**config.mk**
```make
export PLATFORM = sky130hd
export DESIGN_NAME = iss_impedance_sweep_sequencer
export DESIGN_NICKNAME = d
export VERILOG_FILES = /design/src/iss_pkg.sv /design/src/iss_settle_if.sv /design/src/iss_settle_timer.sv /design/src/iss_impedance_sweep_sequencer.sv
export SDC_FILE = /design/constraint.sdc
export NUM_CORES = 1
export LEC_CHECK = 0
export ABC_AREA = 1
export BUFFER_PORTS_ARGS = -buffer_cell sky130_fd_sc_hd__clkbuf_2
export CAP_MARGIN = 20
export CORE_MARGIN = 10
export CORE_UTILIZATION = 48
export DETAILED_ROUTE_END_ITERATION = 8
export GPL_TIMING_DRIVEN = 0
export PLACE_DENSITY = 0.66
export SETUP_SLACK_MARGIN = 0.5
export SLEW_MARGIN = 20
export SYNTH_ARGS = -nofsm -noshare
export SYNTH_HDL_FRONTEND = slang
export SYNTH_SLANG_ARGS = --single-unit
```
**constraint.sdc**
```tcl
create_clock -name clk_sys -period 4.07 [get_ports clk_sys]
set_clock_uncertainty 0.2 [all_clocks]
set_input_delay 0.814 -clock clk_sys [delete_from_list [all_inputs] [get_ports clk_sys]]
set_output_delay 0.814 -clock clk_sys [all_outputs]
set_load 0.01 [all_outputs]
```
**src/iss_pkg.sv**
```systemverilog
/*
 Constants and types shared by the impedance sweep sequencer.
 Assumes byte-wide register access at the documented addresses.
*/
package iss_pkg;
  // Byte addresses of the register file
  localparam logic [7:0] ISS_A_CTRL_HI   = 8'h80;
  localparam logic [7:0] ISS_A_CTRL_LO   = 8'h81;
  localparam logic [7:0] ISS_A_START_HI  = 8'h82;
  localparam logic [7:0] ISS_A_START_MID = 8'h83;
  localparam logic [7:0] ISS_A_START_LO  = 8'h84;
  localparam logic [7:0] ISS_A_STEP_HI   = 8'h85;
  localparam logic [7:0] ISS_A_STEP_MID  = 8'h86;
  localparam logic [7:0] ISS_A_STEP_LO   = 8'h87;
  localparam logic [7:0] ISS_A_COUNT_HI  = 8'h88;
  localparam logic [7:0] ISS_A_COUNT_LO  = 8'h89;
  localparam logic [7:0] ISS_A_SETTLE_HI = 8'h8A;
  localparam logic [7:0] ISS_A_SETTLE_LO = 8'h8B;
  localparam logic [7:0] ISS_A_STATUS    = 8'h8F;

  localparam logic [15:0] ISS_CTRL_RESET = 16'hA000;

  // Command codes in the top nibble of the control word
  localparam logic [3:0] ISS_CMD_NOP    = 4'h0;
  localparam logic [3:0] ISS_CMD_INIT   = 4'h1;
  localparam logic [3:0] ISS_CMD_SWEEP  = 4'h2;
  localparam logic [3:0] ISS_CMD_INCR   = 4'h3;
  localparam logic [3:0] ISS_CMD_REPEAT = 4'h4;
  localparam logic [3:0] ISS_CMD_PDN    = 4'hA;
  localparam logic [3:0] ISS_CMD_STBY   = 4'hB;

  // Field positions
  localparam int ISS_CMD_MSB   = 15;
  localparam int ISS_CMD_LSB   = 12;
  localparam int ISS_RANGE_MSB = 10;
  localparam int ISS_RANGE_LSB = 9;
  localparam int ISS_GAIN_BIT  = 8;
  localparam int ISS_RESET_BIT = 4;
  localparam int ISS_STS_VALID = 1;
  localparam int ISS_STS_SWEPT = 2;
  localparam int ISS_MULT_MSB  = 10;
  localparam int ISS_MULT_LSB  = 9;
  localparam int ISS_NUM_MSB   = 8;

  localparam int ISS_FREQ_W = 24;
  localparam int ISS_PTS_W  = 9;
  localparam int ISS_CNT_W  = 11;

  localparam logic [1:0] ISS_MULT_X2 = 2'b01;
  localparam logic [1:0] ISS_MULT_X4 = 2'b11;

  typedef enum logic [2:0] {
    ISS_ST_OFF    = 3'b000,
    ISS_ST_STBY   = 3'b001,
    ISS_ST_HOLD   = 3'b011,
    ISS_ST_SETTLE = 3'b010,
    ISS_ST_MEAS   = 3'b110,
    ISS_ST_POINT  = 3'b111
  } iss_state_t;
endpackage

```
**src/iss_settle_if.sv**
```systemverilog
/*
 Link between the sequencer and its settling timer.
 Assumes both ends run on the same system clock.
*/
`timescale 1ns/100ps
interface iss_settle_if;
  import iss_pkg::*;
  logic                 start;
  logic                 abort;
  logic                 tick;
  logic [ISS_PTS_W-1:0] cycles;
  logic [1:0]           mult;
  logic                 done;
  modport ctrl  (output start, abort, tick, cycles, mult, input done);
  modport timer (input start, abort, tick, cycles, mult, output done);
endinterface

```
**src/iss_settle_timer.sv**
```systemverilog
/*
 Settling timer: counts synthesizer output cycles before a conversion.
 Assumes tick is a one-cycle pulse per output cycle, same clock.
*/
`timescale 1ns/100ps
module iss_settle_timer (
  // Clock and reset
  input logic           clk_sys,
  input logic           arst_n,
  // Sequencer side
  iss_settle_if.timer   sif
);
  import iss_pkg::*;

  typedef struct packed {
    logic                 busy;
    logic [ISS_CNT_W-1:0] cnt;
    logic                 done;
  } iss_tmr_t;

  iss_tmr_t r_reg;
  iss_tmr_t r_next;

  always_comb begin
    r_next      = r_reg;
    r_next.done = 1'b0;
    if (sif.abort) begin
      r_next.busy = 1'b0;
    end else if (sif.start) begin
      r_next.busy = 1'b1;
      case (sif.mult) // [RL21]
        ISS_MULT_X2: r_next.cnt = {1'b0, sif.cycles, 1'b0};
        ISS_MULT_X4: r_next.cnt = {sif.cycles, 2'b00};
        default:     r_next.cnt = {2'b00, sif.cycles};
      endcase
    end else if (r_reg.busy) begin
      if (r_reg.cnt == '0) begin
        r_next.busy = 1'b0;
        r_next.done = 1'b1;
      end else if (sif.tick) begin
        r_next.cnt = r_reg.cnt - 1'b1;
      end
    end
  end

  always_ff @(posedge clk_sys or negedge arst_n) begin
    if (!arst_n) begin
      r_reg <= '0;
    end else begin
      r_reg <= r_next;
    end
  end

  assign sif.done = r_reg.done;
endmodule

```
**src/iss_impedance_sweep_sequencer.sv**
```systemverilog
/*
 Control-word decoder and frequency sweep sequencer.
 Assumes the serial bus slave delivers byte reads and writes as
 one-cycle strobes on clk_sys, and that the synthesizer tick and the
 converter done pulse come from logic on the same clock.
// How it works
// [RL1] Top nibble decoded; unknown codes do nothing
// [RL2] Initialize holds start frequency, no measurement
// [RL3] Host waits its own settling, then sweeps
// [RL4] Sweep waits settling cycles, then triggers converter
// [RL5] Increment steps frequency, settles, converts again
// [RL6] Repeat remeasures same point, frequency unchanged
// [RL7] Power-up: power-down code, pins grounded
// [RL8] Standby powers up with pins grounded
// [RL9] Reset aborts sweep, keeps sweep parameters
// [RL10] Range field selects excitation amplitude
// [RL11] Gain bit selects amplifier gain five/one
// [RL12] Start code 24 bits, high byte first
// [RL13] Host computes codes from clock ratio
// [RL14] Increment code 24 bits, added per step
// [RL15] Frequency registers untouched by any reset
// [RL16] Point count nine bits, upper bits ignored
// [RL17] Point count untouched by any reset
// [RL18] Never step beyond programmed increment count
// [RL19] Sweep-complete set at end, reset clears
// [RL20] Valid flag set per point, commands clear
// [RL21] Settling count scaled by one, two, four
// [RL22] Four amplitudes, default code the largest
// [RL23] Command acts on high control byte write
*/
`timescale 1ns/100ps
module iss_impedance_sweep_sequencer (
  // Clock and reset
  input  logic                           clk_sys,
  input  logic                           arst_n,
  // Byte register port
  input  logic [7:0]                     reg_addr,
  input  logic [7:0]                     reg_wdata,
  input  logic                           reg_wr,
  input  logic                           reg_rd,
  output logic [7:0]                     reg_rdata,
  // Frequency synthesizer and converter
  input  logic                           synth_cycle_tick,
  input  logic                           meas_done,
  output logic                           synth_enable,
  output logic [iss_pkg::ISS_FREQ_W-1:0] synth_freq_word,
  output logic                           meas_trigger,
  // Analog front end
  output logic                           excitation_output_gnd,
  output logic                           response_input_gnd,
  output logic [1:0]                     excitation_range,
  output logic                           response_amplifier_gain_x1,
  output logic                           analog_powered
);
  import iss_pkg::*;

  typedef struct packed {
    iss_state_t            st;
    logic [15:0]           ctrl;
    logic [ISS_FREQ_W-1:0] start_f;
    logic [ISS_FREQ_W-1:0] step_f;
    logic [ISS_FREQ_W-1:0] freq;
    logic [15:0]           npts;
    logic [15:0]           settle;
    logic [ISS_PTS_W-1:0]  idx;
    logic                  valid;
    logic                  swept;
    logic                  trig;
    logic                  synth_en;
    logic                  gnd;
    logic                  powered;
    logic [7:0]            rdata;
  } iss_seq_t;

  iss_seq_t r_reg;
  iss_seq_t r_next;

  iss_settle_if sif ();

  logic                 wr_hi;
  logic                 wr_lo;
  logic [15:0]          wr_word;
  logic [3:0]           cmd;
  logic                 rst_cmd;
  logic                 meas_set;
  logic                 last_pt;
  logic                 can_step;
  logic [ISS_PTS_W-1:0] npts9;
  logic                 tmr_start;
  logic                 tmr_abort;
  logic [7:0]           status;

  assign wr_hi    = reg_wr && (reg_addr == ISS_A_CTRL_HI);
  assign wr_lo    = reg_wr && (reg_addr == ISS_A_CTRL_LO);
  assign wr_word  = {reg_wdata, r_reg.ctrl[7:0]};
  // Only a high-byte write carries a command code; the reset bit comes from a low-byte write
  assign cmd      = wr_hi ? wr_word[ISS_CMD_MSB:ISS_CMD_LSB]
                          : ISS_CMD_NOP; // [RL23]
  assign rst_cmd  = wr_lo && reg_wdata[ISS_RESET_BIT];
  assign npts9    = r_reg.npts[ISS_NUM_MSB:0]; // [RL16]
  assign can_step = r_reg.idx < npts9; // [RL18]
  assign last_pt  = r_reg.idx >= npts9;
  assign meas_set = (r_reg.st == ISS_ST_MEAS) && meas_done;

  assign sif.start  = tmr_start;
  assign sif.abort  = tmr_abort;
  assign sif.tick   = synth_cycle_tick;
  assign sif.cycles = r_reg.settle[ISS_NUM_MSB:0];
  assign sif.mult   = r_reg.settle[ISS_MULT_MSB:ISS_MULT_LSB];

  iss_settle_timer u_settle (
    .clk_sys (clk_sys),
    .arst_n  (arst_n),
    .sif     (sif)
  );

  always_comb begin
    r_next      = r_reg;
    r_next.trig = 1'b0;
    tmr_start   = 1'b0;
    tmr_abort   = 1'b0;
    status      = '0;

    // Register writes; frequencies high byte first
    if (reg_wr) begin
      case (reg_addr)
        ISS_A_CTRL_HI:   r_next.ctrl[15:8] = reg_wdata;
        // Reset bit acts once and reads back as zero
        ISS_A_CTRL_LO: begin
          r_next.ctrl[7:0] = reg_wdata;
          r_next.ctrl[ISS_RESET_BIT] = 1'b0;
        end
        ISS_A_START_HI:  r_next.start_f[23:16] = reg_wdata; // [RL12]
        ISS_A_START_MID: r_next.start_f[15:8]  = reg_wdata; // [RL12]
        ISS_A_START_LO:  r_next.start_f[7:0]   = reg_wdata; // [RL12]
        ISS_A_STEP_HI:   r_next.step_f[23:16]  = reg_wdata; // [RL14]
        ISS_A_STEP_MID:  r_next.step_f[15:8]   = reg_wdata; // [RL14]
        ISS_A_STEP_LO:   r_next.step_f[7:0]    = reg_wdata; // [RL14]
        ISS_A_COUNT_HI:  r_next.npts[15:8]     = reg_wdata;
        ISS_A_COUNT_LO:  r_next.npts[7:0]      = reg_wdata;
        ISS_A_SETTLE_HI: r_next.settle[15:8]   = reg_wdata;
        ISS_A_SETTLE_LO: r_next.settle[7:0]    = reg_wdata;
        default: ;
      endcase
    end

    // Measurement flow
    case (r_reg.st)
      ISS_ST_SETTLE: begin
        if (sif.done) begin
          r_next.trig = 1'b1; // [RL4]
          r_next.st   = ISS_ST_MEAS;
        end
      end
      ISS_ST_MEAS: begin
        if (meas_done) begin
          r_next.st = ISS_ST_POINT;
        end
      end
      default: ;
    endcase

    // Commands override the flow; a nop leaves it alone
    case (cmd) // [RL1]
      ISS_CMD_INIT: begin
        r_next.freq = r_reg.start_f; // [RL2]
        r_next.idx  = '0;
        r_next.st   = ISS_ST_HOLD;
        tmr_abort   = 1'b1;
      end
      ISS_CMD_SWEEP: begin
        r_next.valid = 1'b0; // [RL20]
        r_next.swept = 1'b0;
        r_next.st    = ISS_ST_SETTLE; // [RL4]
        tmr_start    = 1'b1;
      end
      ISS_CMD_INCR: begin
        // Past the last point the command is ignored
        if (can_step) begin // [RL18]
          r_next.freq  = r_reg.freq + r_reg.step_f; // [RL5] [RL14]
          r_next.idx   = r_reg.idx + 1'b1;
          r_next.valid = 1'b0; // [RL20]
          r_next.st    = ISS_ST_SETTLE;
          tmr_start    = 1'b1;
        end
      end
      ISS_CMD_REPEAT: begin
        r_next.valid = 1'b0; // [RL20]
        r_next.st    = ISS_ST_SETTLE; // [RL6]
        tmr_start    = 1'b1;
      end
      ISS_CMD_PDN: begin
        r_next.st = ISS_ST_OFF;
        tmr_abort = 1'b1;
      end
      ISS_CMD_STBY: begin
        r_next.st = ISS_ST_STBY; // [RL8]
        tmr_abort = 1'b1;
      end
      default: ;
    endcase

    // Sweep registers are left alone here
    if (rst_cmd) begin // [RL9] [RL15] [RL17]
      r_next.st    = ISS_ST_STBY;
      r_next.valid = 1'b0; // [RL20]
      r_next.swept = 1'b0; // [RL19]
      tmr_abort    = 1'b1;
      tmr_start    = 1'b0;
    end

    // Completion is applied last so it is never lost to a clear
    if (meas_set) begin
      r_next.valid = 1'b1; // [RL20]
      if (last_pt) begin
        r_next.swept = 1'b1; // [RL19]
      end
    end

    r_next.gnd      = (r_next.st == ISS_ST_OFF) ||
                      (r_next.st == ISS_ST_STBY); // [RL7] [RL8]
    r_next.powered  = r_next.st != ISS_ST_OFF;
    r_next.synth_en = !r_next.gnd;

    status[ISS_STS_VALID] = r_reg.valid;
    status[ISS_STS_SWEPT] = r_reg.swept;
    if (reg_rd) begin
      case (reg_addr)
        ISS_A_CTRL_HI:   r_next.rdata = r_reg.ctrl[15:8];
        ISS_A_CTRL_LO:   r_next.rdata = r_reg.ctrl[7:0];
        ISS_A_START_HI:  r_next.rdata = r_reg.start_f[23:16];
        ISS_A_START_MID: r_next.rdata = r_reg.start_f[15:8];
        ISS_A_START_LO:  r_next.rdata = r_reg.start_f[7:0];
        ISS_A_STEP_HI:   r_next.rdata = r_reg.step_f[23:16];
        ISS_A_STEP_MID:  r_next.rdata = r_reg.step_f[15:8];
        ISS_A_STEP_LO:   r_next.rdata = r_reg.step_f[7:0];
        ISS_A_COUNT_HI:  r_next.rdata = r_reg.npts[15:8];
        ISS_A_COUNT_LO:  r_next.rdata = r_reg.npts[7:0];
        ISS_A_SETTLE_HI: r_next.rdata = r_reg.settle[15:8];
        ISS_A_SETTLE_LO: r_next.rdata = r_reg.settle[7:0];
        ISS_A_STATUS:    r_next.rdata = status;
        default:         r_next.rdata = 8'h00;
      endcase
    end
  end

  // Sweep parameters carry no reset: they keep what they hold
  always_ff @(posedge clk_sys or negedge arst_n) begin
    if (!arst_n) begin
      r_reg.st       <= ISS_ST_OFF; // [RL7]
      r_reg.ctrl     <= ISS_CTRL_RESET; // [RL7]
      r_reg.freq     <= '0;
      r_reg.idx      <= '0;
      r_reg.valid    <= 1'b0; // [RL20]
      r_reg.swept    <= 1'b0; // [RL19]
      r_reg.trig     <= 1'b0;
      r_reg.synth_en <= 1'b0;
      r_reg.gnd      <= 1'b1; // [RL7]
      r_reg.powered  <= 1'b0;
      r_reg.rdata    <= 8'h00;
    end else begin
      r_reg <= r_next;
    end
  end

  assign reg_rdata                  = r_reg.rdata;
  assign synth_enable               = r_reg.synth_en;
  assign synth_freq_word            = r_reg.freq;
  assign meas_trigger               = r_reg.trig;
  assign excitation_output_gnd      = r_reg.gnd;
  assign response_input_gnd         = r_reg.gnd;
  // Code 00 is the largest swing
  assign excitation_range           =
    r_reg.ctrl[ISS_RANGE_MSB:ISS_RANGE_LSB]; // [RL10] [RL22]
  assign response_amplifier_gain_x1 = r_reg.ctrl[ISS_GAIN_BIT]; // [RL11]
  assign analog_powered             = r_reg.powered;
endmodule

```
# Word level (Yosys, flattened, before mapping)
# Cells that the tools add are included.
# W data, S select, Z words.
# word_totals
word_cells	122
n_memories	0
mem_bits_ro	0
in_bits	22
ram_bits	0
output_inout_bits	40
latchBits	0
ff_bits	158
# op_classes
bitwise_logic	1
mul	0
add_sub_neg	3
shifts	0
magnitude_cmp	2
n_reduce_logical	30
eq_ne	27
mux	34
n_div	0
# op_table
op	count
$eq A8 B8 Y1 const B	13
$pmux W8 S13	1
$pmux W24 S2	1
$reduce_and A3 Y1	10
$add A24 B24 Y24	1
$mux W24	1
$mux W11	2
$pmux W11 S2	1
$pmux W9 S2	1
$pmux W3 S5	1
$mux W1	13
$mux W13	1
$mux W12	1
$mux W3	4
$logic_not A11 Y1	1
$sub A11 B1 Y11 const B	1
$mux W10	1
$add A9 B1 Y9 const B	1
$ge A9 B9 Y1	1
$lt A9 B9 Y1	1
$eq A4 B2 Y1 const B	2
$eq A4 B4 Y1 const B	2
$reduce_and A2 Y1	4
$pmux W3 S2	1
other kinds (23)	31

# Longest topological paths before layout
# Gate-level depths: netlist (run 1).
# logic_depth
word_depth	10
ltp_mapped	15

# Cells and area by module
# Synthesis (run 1) repeated with hierarchy kept, for this count alone.
# unflattened
hier_cells	1136
hier_area_um2	9396.5
# by_module_without_submodules
mod	instances	cells_each	seq_area_each_um2	area_per_inst_um2
iss_impedance_sweep_sequencer	1	960	4032.6	8300.5
iss_settle_timer	1	176	325.3	1096.1

# Least setup slack after synthesis (run 1)
# OpenSTA, ideal clock, no wires.
# synth_timing
kind	input-to-reg
from	in reg_addr[5]
to	reg r_reg[79] (netlist name), enable pin
t_required_ps	3500
arrival_ps	1955
slack_ps	1545
stages	7
cell_sequence	nor2_1 > inv_1 > nor2_1 > nand2_1 > nor2_1 > inv_1 > nor2_1
# synth_via
elab_chain_len	2
# synth_lines
item	line_no	rtl
from (decl)	iss_impedance_sweep_sequencer.sv:37	input logic [7:0] reg_addr,
$eq A8 B8 Y1	iss_impedance_sweep_sequencer.sv:126	case (reg_addr)
$reduce_and A3 Y1 (no line)	--	
to (signal assigned)	iss_impedance_sweep_sequencer.sv:262	r_reg <= r_next;
to (decl)	iss_impedance_sweep_sequencer.sv:75	iss_seq_t r_reg;
# No other way between the ends.
# A chain may end at the register's enable or synchronous reset.

# Worst setup path in the final report (run 1)
# layout_timing
from	in reg_addr[1]
to	reg r_reg (netlist bit synth_freq_word[16])
# layout_via
elab_chain_len	6
elab_cells_between_ends	9
classes_between	eq/ne: 4; mux: 2; reduce/logical: 3
# layout_lines
item	line_no	rtl
$eq A8 B8 Y1 (*)	iss_impedance_sweep_sequencer.sv:93	assign wr_hi = reg_wr && (reg_addr == ISS_A_CTRL_HI);
$logic_and A1 B1 Y1 (*)	iss_impedance_sweep_sequencer.sv:93	
$mux W4 (*)	iss_impedance_sweep_sequencer.sv:97	assign cmd = wr_hi ? wr_word[ISS_CMD_MSB:ISS_CMD_LSB]
$eq A4 B2 Y1 or $eq A4 B1 Y1 (tied branches)	iss_impedance_sweep_sequencer.sv:164	case (cmd)
$ne A2 B2 Y1 (no line) or $reduce_bool A2 Y1 (tied branches)	--	
$reduce_and A2 Y1 (no line)	--	
# Every way passes the cells marked *; elsewhere a longest branch is shown, timed or not.

==> results of run 1 <==
routing by layer:
layer  GRT usage (%)  up-vias
li1                -     3855
met1            29.7     3718
met2            32.6      332
met3            4.44       38
met4            6.85        0
met5               0        -
cell usage after synthesis (all sizes together), types with 5 or more instances:
cell type,n
ha,34
o22ai,25
a31oi,5
xnor2,8
a21oi,46
dfrtp,75
nand4,18
xor2,15
nor3,16
edfxtp,80
nand3,86
nand2,265
o21ai,84
nor4,5
clkbuf,6
inv,148
buf,53
nor2,102
o211ai,6
power by group through the flow:
stage | sequential (uW) | clock (uW) | combinational (uW)
after global routing | 1720 | 1730 | 209
final | 1720 | 1640 | 187
after global placement | 1750 | 0 | 184
after detailed placement | 1750 | 0 | 186
after floorplan | 1750 | 0 | 99.4
after CTS | 1720 | 1660 | 187
logic make-up (layout without fill, tap and decap cells):
logic type / count (synthesis) / after routing / share of synthesized area, %
AOI/OAI and AO/OA: 191 / 191 / 12.0
xor gates and xnor gates: 23 / 23 / 2.18
buffers and inverters: 211 / 302 / 10.6
DFF: 158 / 158 / 47.2
adders and majority gates: 35 / 35 / 4.82
and+or+nand+nor: 497 / 497 / 23.2
per-stage QoR:
step	TNS [ns]	hold WS [ns]
global route	0	0.261
finish	0	0.208
global placement	-41.99	0.245
CTS	0	0.243
detailed placement	0	0.245
floorplan	0	0.226
area by class of cell:
type	instances	area [um2]
buffer	59	407
clock buffer	17	425
clock inverter	15	175
fill	1718	8360
inverter	152	571
multi-input combinational	746	3910
sequential	158	4360
tap	260	325
timing repair buffer	59	304
how the worst min path moves through the flow:
stage | slack (ns) | endpoint | startpoint | depth (start not counted)
final | 0.21 | synth_freq_word[10]$_DFFE_PN0P_ | arst_n | 1
after global routing | 0.26 | synth_freq_word[8]$_DFFE_PN0P_ | arst_n | 1
after CTS | 0.24 | synth_freq_word[10]$_DFFE_PN0P_ | arst_n | 1
after detailed placement | 0.24 | meas_trigger$_DFF_PN0_ | r_reg[145]$_DFF_PN0_ | 1
after global placement | 0.25 | meas_trigger$_DFF_PN0_ | r_reg[145]$_DFF_PN0_ | 1
after floorplan | 0.23 | meas_trigger$_DFF_PN0_ | r_reg[145]$_DFF_PN0_ | 1
==> impl_metrics.py, run 1 <==
metrics = {
    "run_status": {
        "run_status": "complete, no violations",
    },
    "critical_path": {
        "crit-reg2reg-capture": "synth_freq_word[7]$_DFFE_PN0P_",
        "setup.worst_path.start": "reg_addr[1]",
        "critical_path_depth": 13,
        "critical_path.max_fanout": 10,
        "worst_ep_required_time_ns": 4.18,
        "worst_ep_arrival_time_ns": 2.98,
        "worst_path_most_repeated_cell": "nand2_1",
        "timing_worst_setup_path_type": "input pin to register",
        "timing.critical_path.to_type": "register",
        "setup.reg_to_reg.worst_slack_ns": 1.25,
        "path_cells": "clkbuf_2 -> nor2_1 -> nand2_1 -> nor2_2 -> nand3_1 -> clkinv_1 -> nand3_2 -> buf_2 -> inv_2 -> buf_2 -> nand2_1 -> o21ai_0 -> nand2_1",
        "worst_path_dominant_cell_family": "buffers and inverters",
        "worst_r2r_startpoint": "r_reg[18]$_DFFE_PN0P_",
        "worstRegToRegCells": 13,
        "max_stage_delay_ns": 0.33,
        "count_of_buffering_cells_on_the_critical_path_with_inverters_included": 5,
        "startpoint_class_of_the_critical_path": "input pin",
        "critical_path_cell_with_the_highest_stage_delay": "buf_2",
        "worst_setup_path_endpoint": "synth_freq_word[16]$_DFFE_PN0P_",
    },
    "power": {
        "design_power_total_uw": 3550,
        "share_comb_of_total_power_pct": 5.3,
        "power.leakage_uw": 0.00510,
        "power_switching_uw": 860,
        "pwr-share-clk_pct": 46.3,
        "pwr_density_cell_mw_per_mm2": 339,
        "vdd_ir_drop_max_v": 0.000298,
        "switching_share_of_power_pct": 24.3,
        "power_frac_seq_pct": 48.4,
        "internal_power_uw": 2690,
    },
    "die": {
        "die_area_mm2": 0.0252,
        "die_w_um": 159,
        "dieHeight_um": 159,
        "core_region_area_mm2": 0.0188,
        "num_io_pins": 62,
        "initial_core_util_pct": 49.0,
        "total_number_of_placement_rows": 50,
    },
    "drt": {
        "wl_met1_mm": 11.9,
        "drtAntennaViolNets": 0,
        "detail_route.first_pass.iterations": 5,
        "detailroute.wirelength.met2_mm": 12.1,
        "drt-wirelength-per-cell_um": 18.5,
        "detailed_route_wire_length_mm": 27.1,
        "route.top_layer_used": "met4",
        "drc_errors_left": 0,
        "met3_wirelength_mm": 2.42,
        "viasPerCell": 5.42,
        "initialDrtViolationCount": 723,
        "num_vias": 7943,
    },
    "grt": {
        "grt_start_max_net_pins": 80,
        "antenna_found_initial": 0,
        "grt_overflow_total": 0,
        "vias_in_the_first_global_route": 7703,
        "gr-usage-all-layers_pct": 21.4,
        "grt_pass1_wl_mm": 42.7,
    },
    "clocking": {
        "clk_root_buffer_cell": "clkbuf_16",
        "clock_latency_ns": 0.43,
        "cts_max_path_buffers": 2,
        "cts_sinks": 158,
        "cts_resized": 0,
        "cts.hold.buffers_added": 0,
        "clock_tree_from_tritoncts": "done",
        "post_cts_buffers": 0,
        "clk_pin_slew_ns": 0.07,
        "htree_levels": 4,
        "num_cts_buffers": 17,
    },
    "logic_synthesis": {
        "synth_async_sr_flop_share_pct": 49.4,
        "ys_dominant_reg_cell": "edfxtp_1",
        "syn_area_mm2": 0.00924,
        "yosys.area.top_type_share_pct": 26.0,
        "ys_top_cells_by_area": "edfxtp_1 (26%), dfrtp_1 (20%), nand2_1 (11%)",
        "synth_top_cell_by_area": "edfxtp_1",
        "synth_sequential_area_ratio_pct": 47.2,
        "ys.warnings.count": 0,
        "postSynthNetCount": 1172,
        "yosys_cell_types": 51,
        "synth_cells": 1115,
        "syn_area_per_cell_um2": 8.28,
        "postSynthRegisterBits": 158,
        "synth_edf_count": 80,
    },
    "timing": {
        "worst_slew_pin_slew_ns": 0.700,
        "timing.slew.headroom_pct": 53.2,
        "finalSetupViolCount": 0,
        "fmaxAchievable_mhz": 349,
        "postLayoutSetupSlackWorst_ns": 1.20,
        "rsz0062_at_grt": "false",
        "finalCritPeriodShare_pct": 70.5,
        "hold_viol": 0,
        "timing.final.max_slew_violations": 0,
        "post-route-min-period_ns": 2.87,
    },
    "place": {
        "worst_setup_slack_after_placement_ns": 0.531,
        "placedInstanceArea_mm2": 0.00986,
        "placedCellCount": 1434,
        "place_hpwl_mm": 20.8,
        "gp_routability_congestion": 0.953,
        "input_output_buffers": 59,
    },
    "min_path": {
        "timing.hold.worst.class": "input pin to asynchronous set/reset pin",
    },
    "layout": {
        "antenna_cells_inserted": 0,
        "layout-area-overhead-vs-synth_pct": 13.4,
        "final-instance-count-excl-fill": 1466,
        "postLayoutCoreUtil_pct": 55.6,
        "leading_cell_types_in_the_layout_fill_and_taps_excluded": "nand2_1 (262), inv_1 (144), nor2_1 (97), nand3_1 (84), edfxtp_1 (80)",
        "design_area_mm2": 0.0105,
        "final_net_count": 1250,
        "flip_flop_count_of_the_largest_register_after_layout": 97,
        "drive_gt1_share_pct": 14.1,
        "most_common_cell_after_layout_fill_and_taps_aside": "nand2_1",
    },
    "flow_run": {
        "max_capacitance_violation_count": 0,
    },
}
Power figures use the tool's default switching activity.
==> run 2: changes to the inputs <==
--- a/config.mk
+++ b/config.mk
@@ -5,14 +5,14 @@
 export SDC_FILE = /design/constraint.sdc
 export NUM_CORES = 1
 export LEC_CHECK = 0
-export ABC_AREA = 1
+export ABC_AREA = 0
 export BUFFER_PORTS_ARGS = -buffer_cell sky130_fd_sc_hd__clkbuf_2
 export CAP_MARGIN = 20
 export CORE_MARGIN = 10
 export CORE_UTILIZATION = 48
 export DETAILED_ROUTE_END_ITERATION = 8
 export GPL_TIMING_DRIVEN = 0
-export PLACE_DENSITY = 0.66
+export PLACE_DENSITY = 0.68
 export SETUP_SLACK_MARGIN = 0.5
 export SLEW_MARGIN = 20
 export SYNTH_ARGS = -nofsm -noshare
==> constraint.sdc (replaced) <==
create_clock -name clk_sys -period 2.31 [get_ports clk_sys]
set_clock_uncertainty 0.2 [all_clocks]
set_input_delay 0.462 -clock clk_sys [delete_from_list [all_inputs] [get_ports clk_sys]]
set_output_delay 0.462 -clock clk_sys [all_outputs]
set_load 0.01 [all_outputs]
==> impl_metrics.py, run 2 <==
metrics = {
    "flow_run": {
        "max_capacitance_violation_count": 0,
    },
    "critical_path": {
        "worst_ep_required_time_ns": 2.43,
        "startpoint_class_of_the_critical_path": "register",
        "setup.worst_path.start": "r_reg[79]$_DFFE_PP_",
        "worst_r2r_startpoint": "r_reg[79]$_DFFE_PP_",
        "timing.critical_path.to_type": "register",
        "worstRegToRegCells": 12,
        "critical_path.max_fanout": 4,
        "timing_worst_setup_path_type": "register to register",
        "setup.reg_to_reg.worst_slack_ns": -0.68,
        "crit-reg2reg-capture": "synth_freq_word[22]$_DFFE_PN0P_",
        "worst_ep_arrival_time_ns": 3.11,
    },
    "layout": {
        "flip_flop_count_of_the_largest_register_after_layout": 97,
        "final_net_count": 1042,
        "postLayoutCoreUtil_pct": 69.0,
        "most_common_cell_after_layout_fill_and_taps_aside": "buf_4",
        "leading_cell_types_in_the_layout_fill_and_taps_excluded": "buf_4 (85), edfxtp_1 (80), dfrtp_1 (71), clkbuf_2 (54), buf_6 (43)",
        "antenna_cells_inserted": 0,
        "layout-area-overhead-vs-synth_pct": 39.8,
        "fillerInstances": 1217,
        "final-instance-count-excl-fill": 1223,
        "drive_gt1_share_pct": 43.6,
    },
    "logic_synthesis": {
        "postSynthRegisterBits": 158,
        "synth.most_common_cell": "edfxtp_1",
        "syn_area_mm2": 0.00860,
        "ys_dominant_reg_cell": "edfxtp_1",
        "postSynthNetCount": 869,
        "synth_sequential_area_ratio_pct": 50.7,
        "synth_async_sr_flop_share_pct": 49.4,
        "synth_top_cell_by_area": "edfxtp_1",
        "yosys_cell_types": 69,
        "synth_edf_count": 80,
        "yosys.area.top_type_share_pct": 27.9,
        "ys.warnings.count": 0,
        "synth.cells.most_frequent": "edfxtp_1 (80), dfrtp_1 (75), nand2_1 (56), o21ai_0 (56), nor2_1 (54)",
        "ys_top_cells_by_area": "edfxtp_1 (28%), dfrtp_1 (22%), ha_1 (4.9%)",
        "syn_area_per_cell_um2": 10.6,
        "synth_cells": 812,
    },
    "die": {
        "die_area_mm2": 0.0237,
        "total_number_of_placement_rows": 48,
        "core_region_area_mm2": 0.0174,
        "initial_core_util_pct": 49.4,
        "die_w_um": 154,
        "num_io_pins": 62,
        "dieHeight_um": 154,
    },
    "power": {
        "power.leakage_uw": 0.00523,
        "pwr_density_cell_mw_per_mm2": 549,
        "design_power_total_uw": 6600,
        "vdd_ir_drop_max_v": 0.000542,
    },
    "clocking": {
        "htree_levels": 4,
        "num_cts_buffers": 17,
        "clk_root_buffer_cell": "clkbuf_16",
        "cts_sinks": 158,
        "cts_max_path_buffers": 2,
        "clock_tree_from_tritoncts": "done",
        "clk_pin_slew_ns": 0.06,
        "clock_latency_ns": 0.44,
    },
    "drt": {
        "viasPerCell": 6.22,
        "num_vias": 7613,
        "drt-wirelength-per-cell_um": 23.5,
        "initialDrtViolationCount": 1042,
        "drtAntennaViolNets": 0,
        "drc_errors_left": 0,
        "detailed_route_wire_length_mm": 28.8,
        "detail_route.first_pass.iterations": 8,
    },
    "grt": {
        "vias_in_the_first_global_route": 6979,
        "grt_pass1_wl_mm": 41.0,
        "grt_overflow_total": 0,
        "antenna_found_initial": 0,
        "gr-usage-all-layers_pct": 22.1,
        "grt_start_max_net_pins": 80,
    },
    "place": {
        "place_hpwl_mm": 17.6,
        "input_output_buffers": 59,
        "worst_setup_slack_after_placement_ns": -1.19,
        "placedCellCount": 1096,
        "gp_routability_congestion": 0.914,
    },
    "timing": {
        "postLayoutSetupSlackWorst_ns": -0.679,
        "finalSetupViolCount": 55,
        "finalCritPeriodShare_pct": 129,
        "worst_hold_slack_ns": -0.228,
        "fmaxAchievable_mhz": 335,
        "rsz0062_at_grt": "true",
        "post-route-min-period_ns": 2.99,
        "timing.slew.headroom_pct": 52.0,
        "hold_viol": 75,
        "timing.final.max_slew_violations": 0,
        "worst_slew_pin_slew_ns": 0.721,
    },
    "run_status": {
        "violations": "hold timing, setup timing",
        "run_status": "complete, but fails checks",
    },
    "min_path": {
        "timing.hold.worst.class": "input pin to asynchronous set/reset pin",
    },
}
run 2: changes by cell type after synthesis, moves of 15 or more:
cell | before | now
nand3_1 | 84 | 22
o22ai_1 | 25 | 10
mux2i_1 | 0 | 18
inv_1 | 144 | 38
o21ai_0 | 75 | 56
nor2_1 | 97 | 54
mux2_2 | 0 | 18
a22oi_1 | 0 | 23
nand2_1 | 262 | 56
clkbuf_1 | 5 | 24
run 2: how the worst max path moves through the flow:
stage	endpoint	slack, ns
final	synth_freq_word[22]$_DFFE_PN0P_	-0.68
after global routing	synth_freq_word[22]$_DFFE_PN0P_	-0.80
after CTS	synth_freq_word[22]$_DFFE_PN0P_	-0.64
after detailed placement	r_reg[119]$_DFFE_PP_	-1.19
after global placement	r_reg[120]$_DFFE_PP_	-2.72
after floorplan	synth_freq_word[22]$_DFFE_PN0P_	-0.33
run 2: per-layer routing:
layer  up-vias  GRT usage, %  part of all wire, %
li1       3357             -                    -
met1      3693          30.3                   40
met2       476          34.4                   47
met3        87          4.38                  9.8
met4         0          7.11                  3.6
met5         -             0                    0
run 2: cell families after synthesis:
group                      after synthesis  share of synthesized area [%]
AOI/OAI and AO/OA                      233                           17.9
xor gates and xnor gates                22                           2.24
adders and majority gates               35                           5.18
buffers and inverters                  102                           6.12
DFF                                    158                           50.7
muxes                                   38                           4.97
and+or+nand+nor                        224                           13.0
run 2: where the power goes:
group	switching (uW)	internal (uW)
registers	30.4	3000
clock network	1230	1850
logic	291	193
run 2: final cells by class:
| type | count | area, um2 | share of cell area [%] |
|---|---|---|---|
| Multi-Input combinational cell | 553 | 4730 | 39.4 |
| Sequential cell | 158 | 4360 | 36.3 |
| Timing Repair Buffer | 153 | 1320 | 11.0 |
| Buffer | 64 | 549 | 4.57 |
| Clock buffer | 20 | 447 | 3.72 |
| Tap cell | 225 | 282 | 2.34 |
| Clock inverter | 12 | 185 | 1.54 |
| Inverter | 38 | 143 | 1.19 |
run 2: repair_timing:
item,in CTS,in global routing
endpoints found under the setup margin,150,142
gates cloned,1,3
pin swaps,47,45
resized for setup,121,131
buffers inserted,54,37
hold endpoints to repair,75,75
run 2: per-stage QoR:
| step | instance area (um2) | TNS [ns] |
|---|---|---|
| 6_report | 12000 | -21.98 |
| 5_1_grt | 12000 | -26.77 |
| 4_1_cts | 11200 | -19.16 |
| 3_5_place_dp | 9550 | -104.76 |
| 3_3_place_gp | 9540 | -250.78 |
| 2_1_floorplan | 8970 | -9.87 |
run 2: worst max-delay path: stages, from the launching register on:
cell       delay [ns]
edfxtp_1         0.41
ha_2             0.23
inv_2            0.06
fa_2             0.20
nor2b_2          0.05
o21a_1           0.18
o21a_1           0.19
o31a_1           0.35
o2111ai_2        0.28
a21boi_2         0.12
o41ai_2          0.27
mux2i_1          0.24
o21ai_1          0.08
==> run 3: changes to the inputs <==
--- a/config.mk
+++ b/config.mk
@@ -8,11 +8,13 @@
 export ABC_AREA = 0
 export BUFFER_PORTS_ARGS = -buffer_cell sky130_fd_sc_hd__clkbuf_2
 export CAP_MARGIN = 20
+export CELL_PAD_IN_SITES_DETAIL_PLACEMENT = 0
+export CELL_PAD_IN_SITES_GLOBAL_PLACEMENT = 2
 export CORE_MARGIN = 10
-export CORE_UTILIZATION = 48
+export CORE_UTILIZATION = 36
 export DETAILED_ROUTE_END_ITERATION = 8
 export GPL_TIMING_DRIVEN = 0
-export PLACE_DENSITY = 0.68
+export PLACE_DENSITY_LB_ADDON = 0.1
 export SETUP_SLACK_MARGIN = 0.5
 export SLEW_MARGIN = 20
 export SYNTH_ARGS = -nofsm -noshare
==> impl_metrics.py, run 3 (synthesis results as in run 2) <==
metrics = {
    "clocking": {
        "clock_latency_ns": 0.44,
        "htree_levels": 4,
        "num_cts_buffers": 17,
        "clk_pin_slew_ns": 0.07,
        "clock_tree_from_tritoncts": "done",
        "cts_max_path_buffers": 2,
        "clk_root_buffer_cell": "clkbuf_16",
        "cts_sinks": 158,
    },
    "grt": {
        "grt_start_max_net_pins": 80,
        "grt_overflow_total": 0,
        "gr-usage-all-layers_pct": 18.8,
        "antenna_found_initial": 0,
        "vias_in_the_first_global_route": 7380,
        "grt_pass1_wl_mm": 43.8,
    },
    "critical_path": {
        "timing.critical_path.to_type": "register",
        "worst_ep_required_time_ns": 2.42,
        "critical_path.max_fanout": 4,
        "timing_worst_setup_path_type": "register to register",
        "startpoint_class_of_the_critical_path": "register",
        "worst_ep_arrival_time_ns": 3.06,
        "worst_r2r_startpoint": "r_reg[79]$_DFFE_PP_",
        "setup.worst_path.start": "r_reg[79]$_DFFE_PP_",
    },
    "die": {
        "core_region_area_mm2": 0.0235,
        "total_number_of_placement_rows": 56,
        "die_area_mm2": 0.0305,
        "initial_core_util_pct": 36.6,
        "die_w_um": 175,
        "num_io_pins": 62,
        "dieHeight_um": 175,
    },
    "place": {
        "gp_routability_congestion": 0.882,
        "place_hpwl_mm": 20.3,
        "input_output_buffers": 59,
        "placedInstanceArea_mm2": 0.00967,
        "placedCellCount": 1190,
    },
    "timing": {
        "timing.slew.headroom_pct": 54.3,
        "post-route-min-period_ns": 2.94,
        "postLayoutSetupSlackWorst_ns": -0.635,
        "hold_viol": 75,
        "finalSetupTns_ns": -24.52,
        "timing.final.max_slew_violations": 0,
        "worst_slew_pin_slew_ns": 0.686,
        "rsz0062_at_grt": "true",
        "worst_hold_slack_ns": -0.221,
        "finalSetupViolCount": 59,
        "finalCritPeriodShare_pct": 127,
        "fmaxAchievable_mhz": 340,
    },
    "min_path": {
        "timing.hold.worst.class": "input pin to asynchronous set/reset pin",
    },
    "layout": {
        "multi_input_comb_area_mm2": 0.00472,
        "flip_flop_count_of_the_largest_register_after_layout": 97,
        "most_common_cell_after_layout_fill_and_taps_aside": "buf_4",
        "antenna_cells_inserted": 0,
        "layout-area-overhead-vs-synth_pct": 44.4,
        "leading_cell_types_in_the_layout_fill_and_taps_excluded": "buf_4 (100), edfxtp_1 (80), dfrtp_1 (68), buf_6 (48), clkbuf_2 (47)",
        "drive_gt1_share_pct": 44.1,
        "final_net_count": 1064,
        "fillerInstances": 2084,
        "final-instance-count-excl-fill": 1339,
        "area.sequential_mm2": 0.00437,
        "design_area_mm2": 0.0124,
        "postLayoutCoreUtil_pct": 52.9,
    },
    "power": {
        "vdd_ir_drop_max_v": 0.000391,
        "pwr_density_cell_mw_per_mm2": 515,
        "power.leakage_uw": 0.00538,
    },
    "run_status": {
        "violations": "hold timing, setup timing",
        "run_status": "complete, but fails checks",
    },
    "drt": {
        "detail_route.first_pass.iterations": 5,
        "detailed_route_wire_length_mm": 29.8,
        "num_vias": 7292,
        "drc_errors_left": 0,
        "viasPerCell": 5.45,
        "drtAntennaViolNets": 0,
        "drt-wirelength-per-cell_um": 22.2,
        "initialDrtViolationCount": 548,
    },
    "flow_run": {
        "max_capacitance_violation_count": 0,
    },
}
[run 3: changes by cell type in the layout (fill, tap and decap cells not counted), moves of 4 or more]
cell | before | now
clkbuf_2 | 54 | 47
a21oi_1 | 31 | 36
buf_6 | 43 | 48
buf_8 | 4 | 10
nand2_1 | 31 | 35
buf_4 | 85 | 100
nand2_2 | 15 | 7
[run 3: cell type report]
type | instances | area share, %
multi-input combinational | 552 | 38.0
sequential | 158 | 35.1
timing repair buffer | 176 | 13.1
buffer | 64 | 4.69
clock buffer | 18 | 3.54
tap | 319 | 3.21
inverter | 38 | 1.15
clock inverter | 14 | 1.14
[run 3: report_power, final]
group,internal [uW],switching (uW),total [uW],leakage (uW)
combinational,211,293,504,0.00335
sequential,3000,28.8,3030,0.00175
clock,1620,1240,2860,0.000280
total,4830,1560,6390,0.00538
[run 3: final timing paths]
check / endpoint / slack, ns / cells past startpoint
setup reg to reg: synth_freq_word[22]$_DFFE_PN0P_ / -0.63 / 12
hold reg to reg: meas_trigger$_DFF_PN0_ / 0.25 / 1
min in group clk_sys: r_reg[13]$_DFFE_PN0P_ / 0.19 / 3
hold / removal: r_reg[17]$_DFFE_PN0P_ / -0.22 / 1
setup / recovery: synth_freq_word[22]$_DFFE_PN0P_ / -0.63 / 12
max in group asynchronous: r_reg[140]$_DFFE_PN1N_ / 1.77 / 1
[run 3: critical path, cell delays in order (launching register included)]
cell and delay, ns:
edfxtp_1 0.43, ha_4 0.20, inv_2 0.05, fa_2 0.20, nor2b_2 0.05, o21a_1 0.17
o21a_1 0.18, o31a_1 0.37, o2111ai_2 0.28, a21boi_2 0.12, o41ai_2 0.28, mux2i_1 0.22
o21ai_1 0.07
[run 3: metal layers]
layer / wire, um / share of wire, % / track usage, % / vias up
li1: - / - / - / 3389
met1: 12000 / 40 / 22.3 / 3643
met2: 15500 / 52 / 33.4 / 198
met3: 1350 / 4.5 / 3.36 / 62
met4: 908 / 3.1 / 6.29 / 0
met5: 0 / 0 / 0 / -
[run 3: what timing repair did]
action,in CTS,in global routing
gates resized for setup,120,154
cloned,0,6
setup endpoints to repair,154,148
hold endpoints to repair,75,75
pin swaps,49,44
buffers inserted,60,51
[run 3: through the flow]
stage                     setup WS, ns  total power [uW]  hold slack [ns]
after floorplan                 -0.333              3300          -0.0336
after global placement           -2.85              3460            0.237
after detailed placement         -1.06              3470            0.249
after CTS                       -0.665              6370           -0.209
after global routing            -0.784              6580           -0.203
final                           -0.635              6390           -0.221
